<file path="src/tpio_pkg.sv">
/*
  Package for the three-port parallel I/O block: register offsets,
  port widths, reset values and field positions.
  Assumes a 32-bit APB bus with word-aligned registers.
*/
package tpio_pkg;
  localparam int A_W = 7;
  localparam int B_W = 3;
  localparam int C_W = 8;
  // Byte offsets (all registers one aligned word)
  localparam logic [7:0] OFF_A_LATCH   = 8'h00;
  localparam logic [7:0] OFF_A_DIR     = 8'h04;
  localparam logic [7:0] OFF_B_LATCH   = 8'h08;
  localparam logic [7:0] OFF_B_PIN     = 8'h0C;
  localparam logic [7:0] OFF_C_LATCH   = 8'h10;
  localparam logic [7:0] OFF_C_DIR     = 8'h14;
  localparam logic [7:0] OFF_CONV_CTRL = 8'h18;
  localparam logic [7:0] OFF_MODE_CTRL = 8'h1C;
  localparam logic [7:0] OFF_IRQ_STAT  = 8'h20;
  // Conversion control fields
  localparam int CONV_DIS_BIT = 8;
  localparam int CONV_BUSY_BIT = 9;
  // Mode control fields
  localparam int MODE_IRQSEL_BIT = 0;
  localparam int MODE_DUAL_BIT   = 1;
  localparam int MODE_STOP_BIT   = 2;
  // Interrupt latch status fields (write 1 to clear)
  localparam int IRQ_A0_BIT = 0;
  localparam int IRQ_A1_BIT = 1;
  localparam int IRQ_B0_BIT = 2;
  // Reset values
  localparam logic [A_W-1:0] A_LATCH_RST = 7'h00;
  localparam logic [A_W-1:0] A_DIR_RST   = 7'h00;
  localparam logic [B_W-1:0] B_LATCH_RST = 3'h7;
  localparam logic [C_W-1:0] C_LATCH_RST = 8'h00;
  localparam logic [C_W-1:0] C_DIR_RST   = 8'h00;
  localparam logic           DIS_RST     = 1'b1;
  localparam logic [C_W-1:0] ASEL_RST    = 8'h00;
endpackage : tpio_pkg

</file>
<file path="src/tpio_sync.sv">
/*
  Two-flop synchroniser vector for pin inputs.
  Assumes a single clock domain with asynchronous active-low reset.
*/
`timescale 1ns/1ps
module tpio_sync #(
  parameter int W = 8
) (
  input  wire logic         pclk,
  input  wire logic         presetn,
  input  wire logic [W-1:0] d,
  output logic      [W-1:0] q
);
  logic [W-1:0] meta_r;

  always_ff @(posedge pclk or negedge presetn) begin
    if (!presetn) begin
      meta_r <= '0;
      q      <= '0;
    end else begin
      meta_r <= d;
      q      <= meta_r;
    end
  end
endmodule : tpio_sync

</file>
<file path="src/tpio_top.sv">
/*
  Three parallel I/O ports behind an APB slave: port latches and
  directions, pin readback, analog masking of port C, resonator
  pins on port B and edge-set interrupt latches.
  Assumes: pins arrive asynchronously; an external pad resolves each
  pin from its output and enable; the converter reports busy.
*/
// Local design decisions: the register addresses and register access over APB.
// Function
// - Port A: seven pins, per-bit direction
// - Port A direction clears on reset
// - Port A latch clears on reset
// - Port A bit one edges set latch
// - Bit zero: I/O or interrupt, reset I/O
// - Port B: three pins, latch resets ones
// - Dual-clock mode gives upper pins to oscillator
// - Port B bit zero falling edge sets latch
// - Port B reads latch or pins separately
// - Port B upper read bits undefined
// - Stop mode floats port B bit zero
// - Port C: eight pins, reset inputs
// - Digital select low makes chosen pins analog
// - Output-mode port C pins drive latch
// - Port C read: latch if analog, else pin
// - Writes never reach analog-selected pins
// - Read-modify-write captures pin levels of inputs
// - Inputs sampled at read, outputs change at write
`timescale 1ns/1ps
module tpio_top
  import tpio_pkg::*;
(
  input  wire logic         pclk,
  input  wire logic         presetn,
  input  wire logic         psel,
  input  wire logic         penable,
  input  wire logic         pwrite,
  input  wire logic [7:0]   paddr,
  input  wire logic [31:0]  pwdata,
  input  wire logic [3:0]   pstrb,
  output logic      [31:0]  prdata,
  output logic              pready,
  output logic              pslverr,
  input  wire logic [A_W-1:0] port_a_in,
  output logic      [A_W-1:0] port_a_out,
  output logic      [A_W-1:0] port_a_oe,
  input  wire logic [B_W-1:0] port_b_in,
  output logic      [B_W-1:0] port_b_out,
  output logic      [B_W-1:0] port_b_oe,
  input  wire logic [C_W-1:0] port_c_in,
  output logic      [C_W-1:0] port_c_out,
  output logic      [C_W-1:0] port_c_oe,
  output logic      [C_W-1:0] port_c_analog_en,
  input  wire logic         conv_busy,
  output logic              low_freq_osc_en,
  output logic              irq_a0,
  output logic              irq_a1,
  output logic              irq_b0
);
  // ==========================================================
  // Registers
  logic [A_W-1:0] port_a_latch_r;
  logic [A_W-1:0] port_a_direction_r;
  logic [B_W-1:0] port_b_latch_r;
  logic [C_W-1:0] port_c_latch_r;
  logic [C_W-1:0] port_c_direction_r;
  logic           digital_input_select_r;
  logic [C_W-1:0] analog_channel_select_r;
  logic           irq_pin_function_select_r;
  logic           dual_clock_r;
  logic           stop_mode_r;
  logic [2:0]     irq_lat_r;
  logic [A_W-1:0] a_prev_r;
  logic [B_W-1:0] b_prev_r;
  logic [31:0]    prdata_r;

  logic [A_W-1:0] a_sync;
  logic [B_W-1:0] b_sync;
  logic [C_W-1:0] c_sync;
  logic           busy_sync;

  // ==========================================================
  // Pin synchronisers
  tpio_sync #(.W(A_W)) u_sync_a (
    .pclk    (pclk),
    .presetn (presetn),
    .d       (port_a_in),
    .q       (a_sync)
  );
  tpio_sync #(.W(B_W)) u_sync_b (
    .pclk    (pclk),
    .presetn (presetn),
    .d       (port_b_in),
    .q       (b_sync)
  );
  tpio_sync #(.W(C_W)) u_sync_c (
    .pclk    (pclk),
    .presetn (presetn),
    .d       (port_c_in),
    .q       (c_sync)
  );
  tpio_sync #(.W(1)) u_sync_busy (
    .pclk    (pclk),
    .presetn (presetn),
    .d       (conv_busy),
    .q       (busy_sync)
  );

  // ==========================================================
  // Bus decode
  wire wr_en = psel & penable & pwrite;
  wire rd_en = psel & ~penable & ~pwrite;
  wire wr_lo = wr_en & pstrb[0];
  wire wr_b1 = wr_en & pstrb[1];
  wire sel_a_latch = (paddr == OFF_A_LATCH);
  wire sel_a_dir   = (paddr == OFF_A_DIR);
  wire sel_b_latch = (paddr == OFF_B_LATCH);
  wire sel_b_pin   = (paddr == OFF_B_PIN);
  wire sel_c_latch = (paddr == OFF_C_LATCH);
  wire sel_c_dir   = (paddr == OFF_C_DIR);
  wire sel_conv    = (paddr == OFF_CONV_CTRL);
  wire sel_mode    = (paddr == OFF_MODE_CTRL);
  wire sel_irq     = (paddr == OFF_IRQ_STAT);
  wire mapped = sel_a_latch | sel_a_dir | sel_b_latch | sel_b_pin | sel_c_latch |
                sel_c_dir | sel_conv | sel_mode | sel_irq;

  // ==========================================================
  // Register write enables
  wire we_a_latch = wr_lo & sel_a_latch;
  wire we_a_dir   = wr_lo & sel_a_dir;
  wire we_b_latch = wr_lo & sel_b_latch;
  wire we_c_latch = wr_lo & sel_c_latch;
  wire we_c_dir   = wr_lo & sel_c_dir;
  wire we_asel    = wr_lo & sel_conv;
  wire we_dis     = wr_b1 & sel_conv;
  wire we_mode    = wr_lo & sel_mode;
  wire we_irq     = wr_lo & sel_irq;

  // ==========================================================
  // Pin behaviour
  // Analog-selected pins of port C
  wire [C_W-1:0] analog_sel = digital_input_select_r ? '0 : analog_channel_select_r;
  // Port B pins given to the resonator
  wire [B_W-1:0] osc_pins = dual_clock_r ? 3'b110 : 3'b000;

  // Port A readback: pin for inputs, latch for outputs
  wire [A_W-1:0] a_read = (port_a_direction_r & port_a_latch_r) |
                          (~port_a_direction_r & a_sync);
  // Port C readback: latch for analog pins, pin otherwise
  wire [C_W-1:0] c_read = (analog_sel & port_c_latch_r) | (~analog_sel & c_sync);
  wire [B_W-1:0] b_read_pin = b_sync & ~osc_pins;

  // ==========================================================
  // Read mux (sampled during setup phase)
  logic [31:0] rd_mux;
  always_comb begin
    rd_mux = 32'h0000_0000;
    if (sel_a_latch) rd_mux[A_W-1:0] = a_read;
    if (sel_a_dir)   rd_mux[A_W-1:0] = port_a_direction_r;
    if (sel_b_latch) rd_mux[B_W-1:0] = port_b_latch_r;
    if (sel_b_pin)   rd_mux[B_W-1:0] = b_read_pin;
    if (sel_c_latch) rd_mux[C_W-1:0] = c_read;
    if (sel_c_dir)   rd_mux[C_W-1:0] = port_c_direction_r;
    if (sel_conv) begin
      rd_mux[C_W-1:0]     = analog_channel_select_r;
      rd_mux[CONV_DIS_BIT]  = digital_input_select_r;
      rd_mux[CONV_BUSY_BIT] = busy_sync;
    end
    if (sel_mode) begin
      rd_mux[MODE_IRQSEL_BIT] = irq_pin_function_select_r;
      rd_mux[MODE_DUAL_BIT]   = dual_clock_r;
      rd_mux[MODE_STOP_BIT]   = stop_mode_r;
    end
    if (sel_irq) rd_mux[2:0] = irq_lat_r;
  end

  // Input data captured in the first state of the read cycle
  always_ff @(posedge pclk or negedge presetn) begin
    if (!presetn) begin
      prdata_r <= 32'h0000_0000;
    end else if (rd_en) begin
      prdata_r <= rd_mux;
    end
  end

  assign prdata  = prdata_r;
  assign pready  = 1'b1;
  assign pslverr = psel & penable & ~mapped;

  // ==========================================================
  // Port latches and direction
  // Written value lands whole; a read-modify-write carries pin levels back
  always_ff @(posedge pclk or negedge presetn) begin
    if (!presetn) begin
      port_a_latch_r <= A_LATCH_RST;
    end else if (we_a_latch) begin
      port_a_latch_r <= pwdata[A_W-1:0];
    end
  end

  always_ff @(posedge pclk or negedge presetn) begin
    if (!presetn) begin
      port_a_direction_r <= A_DIR_RST;
    end else if (we_a_dir) begin
      port_a_direction_r <= pwdata[A_W-1:0];
    end
  end

  always_ff @(posedge pclk or negedge presetn) begin
    if (!presetn) begin
      port_b_latch_r <= B_LATCH_RST;
    end else if (we_b_latch) begin
      port_b_latch_r <= pwdata[B_W-1:0];
    end
  end

  always_ff @(posedge pclk or negedge presetn) begin
    if (!presetn) begin
      port_c_latch_r <= C_LATCH_RST;
    end else if (we_c_latch) begin
      port_c_latch_r <= pwdata[C_W-1:0];
    end
  end

  always_ff @(posedge pclk or negedge presetn) begin
    if (!presetn) begin
      port_c_direction_r <= C_DIR_RST;
    end else if (we_c_dir) begin
      port_c_direction_r <= pwdata[C_W-1:0];
    end
  end

  // ==========================================================
  // Control registers
  always_ff @(posedge pclk or negedge presetn) begin
    if (!presetn) begin
      analog_channel_select_r <= ASEL_RST;
    end else if (we_asel) begin
      analog_channel_select_r <= pwdata[C_W-1:0];
    end
  end

  always_ff @(posedge pclk or negedge presetn) begin
    if (!presetn) begin
      digital_input_select_r <= DIS_RST;
    end else if (we_dis) begin
      digital_input_select_r <= pwdata[CONV_DIS_BIT];
    end
  end

  always_ff @(posedge pclk or negedge presetn) begin
    if (!presetn) begin
      irq_pin_function_select_r <= 1'b0;
    end else if (we_mode) begin
      irq_pin_function_select_r <= pwdata[MODE_IRQSEL_BIT];
    end
  end

  always_ff @(posedge pclk or negedge presetn) begin
    if (!presetn) begin
      dual_clock_r <= 1'b0;
    end else if (we_mode) begin
      dual_clock_r <= pwdata[MODE_DUAL_BIT];
    end
  end

  always_ff @(posedge pclk or negedge presetn) begin
    if (!presetn) begin
      stop_mode_r <= 1'b0;
    end else if (we_mode) begin
      stop_mode_r <= pwdata[MODE_STOP_BIT];
    end
  end

  // ==========================================================
  // Pin drivers
  wire [A_W-1:0] a_oe_raw = port_a_direction_r;
  // Bit zero in interrupt role is input only
  assign port_a_oe  = {a_oe_raw[A_W-1:1], a_oe_raw[0] & ~irq_pin_function_select_r};
  assign port_a_out = port_a_latch_r;

  // Open drain: low on zero, released on one
  wire [B_W-1:0] b_pull = ~port_b_latch_r & ~osc_pins;
  assign port_b_oe  = {b_pull[B_W-1:1], b_pull[0] & ~stop_mode_r};
  assign port_b_out = '0;
  assign low_freq_osc_en = dual_clock_r;

  // Per-pin drive of port C, masked off on analog pins
  for (genvar gi = 0; gi < C_W; gi++) begin : g_port_c
    assign port_c_oe[gi]        = port_c_direction_r[gi] & ~analog_sel[gi];
    assign port_c_out[gi]       = port_c_latch_r[gi] & ~analog_sel[gi];
    assign port_c_analog_en[gi] = analog_sel[gi];
  end

  // ==========================================================
  // Interrupt latches (set wins over clear)
  // Edge detection held off until synchronisers carry real pin levels
  logic [1:0] arm_cnt_r;
  wire        edges_armed = &arm_cnt_r;

  always_ff @(posedge pclk or negedge presetn) begin
    if (!presetn) begin
      arm_cnt_r <= 2'b00;
    end else if (!edges_armed) begin
      arm_cnt_r <= arm_cnt_r + 2'b01;
    end
  end

  wire a0_edge = edges_armed & irq_pin_function_select_r & (a_sync[0] ^ a_prev_r[0]);
  wire a1_edge = edges_armed & (a_sync[1] ^ a_prev_r[1]);
  wire b0_edge = edges_armed & b_prev_r[0] & ~b_sync[0];
  wire [2:0] irq_set = {b0_edge, a1_edge, a0_edge};
  wire [2:0] irq_clr = we_irq ? pwdata[2:0] : 3'b000;

  always_ff @(posedge pclk or negedge presetn) begin
    if (!presetn) begin
      a_prev_r <= '0;
      b_prev_r <= B_LATCH_RST;
    end else begin
      a_prev_r <= a_sync;
      b_prev_r <= b_sync;
    end
  end

  always_ff @(posedge pclk or negedge presetn) begin
    if (!presetn) begin
      irq_lat_r <= 3'b000;
    end else begin
      irq_lat_r <= irq_set | (irq_lat_r & ~irq_clr);
    end
  end

  assign irq_a0 = irq_lat_r[IRQ_A0_BIT];
  assign irq_a1 = irq_lat_r[IRQ_A1_BIT];
  assign irq_b0 = irq_lat_r[IRQ_B0_BIT];
endmodule : tpio_top
</file>
<file path="config.mk">
export PLATFORM = sky130hd
export DESIGN_NAME = tpio_top
export DESIGN_NICKNAME = d
export VERILOG_FILES = /design/src/tpio_pkg.sv /design/src/tpio_sync.sv /design/src/tpio_top.sv
export SDC_FILE = /design/constraint.sdc
export NUM_CORES = 1
export LEC_CHECK = 0
export ABC_AREA = 1
export BUFFER_PORTS_ARGS = -buffer_cell sky130_fd_sc_hd__buf_2
export CORE_MARGIN = 3
export CORE_UTILIZATION = 46
export CTS_CLUSTER_SIZE = 30
export DETAILED_ROUTE_END_ITERATION = 10
export PLACE_DENSITY = 0.76
export SLEW_MARGIN = 20
export SYNTH_ARGS = -nofsm -noshare
export SYNTH_HDL_FRONTEND = slang
export SYNTH_SLANG_ARGS = --single-unit
</file>
<file path="constraint.sdc">
create_clock -name pclk -period 1.3 [get_ports pclk]
set_clock_uncertainty 0.1 [all_clocks]
set_input_delay 0.26 -clock pclk [delete_from_list [all_inputs] [get_ports pclk]]
set_output_delay 0.26 -clock pclk [all_outputs]
set_load 0.01 [all_outputs]
</file>
==> metrics.md <==
| Metric | Value |
|---|---|
| Max IR drop VDD | 0.000703 V |
| Die area | ~11000 µm² |
| Post-synth cell types | 38 |
| Die W | 106 µm |
| IO Port Bufs | between 90 and 100 |
| EDFF count, synth | 0 |
| Seq/Total Area, Yosys | a little under three fifths |
| Total track usage | approximately 23% |
| Placed cell area | approximately 5500 µm² |
| Clk_lat worst skew | between 0.3 and 0.4 ns |
| Core Footprint | 9460 µm² |
| Inserted Diodes | 0 |
| Net Sw Frac | between 20% and 30% |
| Max Slew Vio Count | 0 |
| Pwr Density | between 800 and 900 nW/µm² |
| Drt drc | 0 |
| Int Pwr | approximately 4.3 mW |
| Asr flop ratio synth | 100% |
| Via density | between 4 and 5 |
| Critical Path RT | 0.94 ns |
| Top cells by count, synth | nand2_1 (118), dfrtp_1 (96), inv_1 (56) |
| Synth warn | 0 |
| Vias | 4060 |
| CTS tree | done |
| Routability Congestion | 0.882 |
| Area leader, netlist | dfrtp_1 |
| Cell Area, Synth | around 4600 µm² |
| CTS Sinks | roughly 100 |
| Grt total ovfl | 0 |
| RSZ-0062 raised after global routing | yes |
| Worst hold path class | primary input to register |
| Max frequency | roughly 0.55 GHz |
| Finished Cell Area | around 6500 µm² |
| CTS Root Buffer Type | clkbuf_8 |
| Routed Antenna Nets | 0 |
| Reg2reg start | digital_input_select_r |
| Initial antenna violation count | 0 |
| Seq pwr share | 56.8% |
| Gate power share | between 10% and 20% |
| Yosys reg bits | 101 |
| Max Cap Viol | 0 |
| First-pass GRT wire length | 19900 µm |
| Router iterations before antenna repair | 5 |
| Starting density of the core | between 40 and 50% |
| Crit path DAT | roughly 1.5 ns |
| Final Hold Fails | 0 |
| DR iter-0 viols | ~240 |
| Layout cells sized above 1 | between 40% and 50% |
| Die Height | 106 µm |
| Crit start category | register |
| Crit. End Element | output port |
| Worst Min Path Start | pwdata[8] |
| Pleak | approximately 3.3 nW |
| Min Tclk post-route | approximately 1.8 ns |
| TritonCTS Buffers | 9 |
| Final worst-path cycle share | 139% |
| Final worst slack | -0.507 ns |
| Crit path max fanout | 6 |
| WL/cell | 15.5 µm |
| Net Switching | between 1 and 1.5 mW |
| Detailed Route WL | 12800 µm |
| Number of global-route vias before repair | approximately 4000 |
| Synth top area share | 52.2% |
| Finished Layout Cells | between 800 and 900 |
| Pin count of the biggest net entering global routing | 30 |
| Clock transition at path regs | about 0.090 ns |
| Mean Syn Cell Area | between 9 and 10 µm² |
| Status | finished with violations |
| Crit path kind | register to output port |
| DPL Wire Length | about 8500 µm |
| Clk pwr share | about a third |
| Setup TNS | -12.26 ns |
| Final setup vio count | 43 |
| Failing checks | negative setup slack |
| Top FF cell, synth | dfrtp_1 |
| CP Launch Point | digital_input_select_r |
| Final Hold Slack | between 0.03 and 0.04 ns |
| H-tree levels | 3 |
| Dpl cells | roughly 750 |
| Synth area leaders | dfrtp_1 (52%), nand2_1 (9.6%), buf_4 (5.2%) |
| Filler Cell Count | approximately 670 |
| Final nets | around 760 |
| Mapped Cells | approximately 500 |
| I/O pin total | 150 |
| Most frequent cell after synthesis | nand2_1 |
| Layout area overhead | 40.6% |
| Bufs on Longest Clock Path | 2 |
| Core Rows | 35 |
## worst max-delay path, stage by stage (launching register included)
cell and delay [ns]:
dfstp_2 0.57, inv_4 0.07, nand2_2 0.08, inv_4 0.06
buf_6 0.11, nor2_1 0.07, buf_2 0.13
## worst paths after layout
check                                               to  slack (ns)  cells after the start
worst min register to register           u_sync_c.q[4]        0.25                      0
worst max register to register               prdata[2]       -0.19                      8
min in group asynchronous           u_sync_b.meta_r[1]        0.24                      2
worst max-delay path                     port_c_out[2]       -0.51                      6
worst min-delay path            digital_input_select_r        0.04                      3
max in group asynchronous       digital_input_select_r        0.31                      3
## metrics by stage
stage / power [mW] / util, % / setup slack [ns]
after floorplan: 3.59 / - / -0.0628
after global placement: 3.80 / 57.7 / -0.359
after detailed placement: 3.81 / 57.7 / -0.421
after CTS: 5.76 / 65.7 / -0.517
after global routing: 6.00 / 68.4 / -0.558
final: 5.77 / 68.4 / -0.507
## power groups by stage
stage | clock network (mW) | registers, mW | logic (mW)
after floorplan | 0 | 3.33 | 0.253
after global placement | 0 | 3.34 | 0.462
after detailed placement | 0 | 3.34 | 0.474
after CTS | 1.91 | 3.28 | 0.572
after global routing | 2.05 | 3.29 | 0.668
final | 1.88 | 3.28 | 0.609
## logic make-up (layout without fill, tap and decap cells)
family | count (synthesis) | count (layout) | share of synthesized area (%)
muxes | 1 | 1 | 0.245
adders and majority gates | 1 | 1 | 0.272
xor gates and xnor gates | 1 | 1 | 0.190
other | 2 | 26 | 0.163
buffers and inverters | 101 | 274 | 12.0
and+or+nand+nor | 205 | 207 | 20.5
DFF | 101 | 101 | 55.1
AOI/OAI and AO/OA | 83 | 83 | 11.5
## placed cells by master, fill, tap and decap left out, types with 4 or more instances in the layout
cell type      Yosys  final
nor2_4             5     13
nand4_1            6      6
conb_1             2     26
o211ai_1           7      7
buf_8              0      4
nand3_1           14     12
dfrtp_1           96     96
o21ai_0           17     16
nor2_1            41     28
buf_6              5     23
inv_2              5     10
nor2_2             3      9
nand2_2            1      6
buf_4             32     69
clkbuf_8           0     10
nand2_1          118    110
inv_1             56     45
buf_2              1     76
a21oi_1            8      8
dfstp_2            5      5
o21ai_1           24     25
dlygate4sd3_1      0     20
inv_4              0      4
o21ai_2           19     19
nand2_4            5      6
buf_12             1      5
## cell type report
cell class | count | area (µm²) | share of cell area (%)
well taps | 129 | 161 | 2.50
inverters | 61 | 263 | 4.06
multi-input cells | 319 | 1810 | 28.0
clock inverters | 6 | 46.3 | 0.716
repair buffers | 197 | 1520 | 23.5
flip-flops and latches | 101 | 2530 | 39.2
clock buffers | 10 | 138 | 2.13
## routing by layer
layer	up-vias	share of wire, %	track usage [%]
li1	1899	-	-
met1	1887	41	30.0
met2	228	47	36.0
met3	46	7.8	4.37
met4	0	4.1	10.1
met5	-	0	0
## what timing repair did
action | in CTS | in global routing
endpoints found under the hold margin | 78 | 0
resized for setup | 56 | 29
hold buffers | 20 | 0
pin swaps | 13 | 9
setup buffers | 24 | 12
endpoints found under the setup margin | 59 | 80
cloned | 0 | 2
## flip-flops by register name, indices dropped and copies added, names as in the netlist, 2 cells and up
signal,cells
port_b_latch_r,3
a_prev_r,2
u_sync_b.q,3
u_sync_c.meta_r,8
port_c_latch_r,8
u_sync_b.meta_r,3
arm_cnt_r,2
analog_channel_select_r,8
port_c_direction_r,8
a_oe_raw,7
irq_lat_r,3
u_sync_c.q,8
u_sync_a.meta_r,7
prdata,10
port_a_out,7
u_sync_a.q,7
No activity file was read; power rests on OpenSTA's default activity.
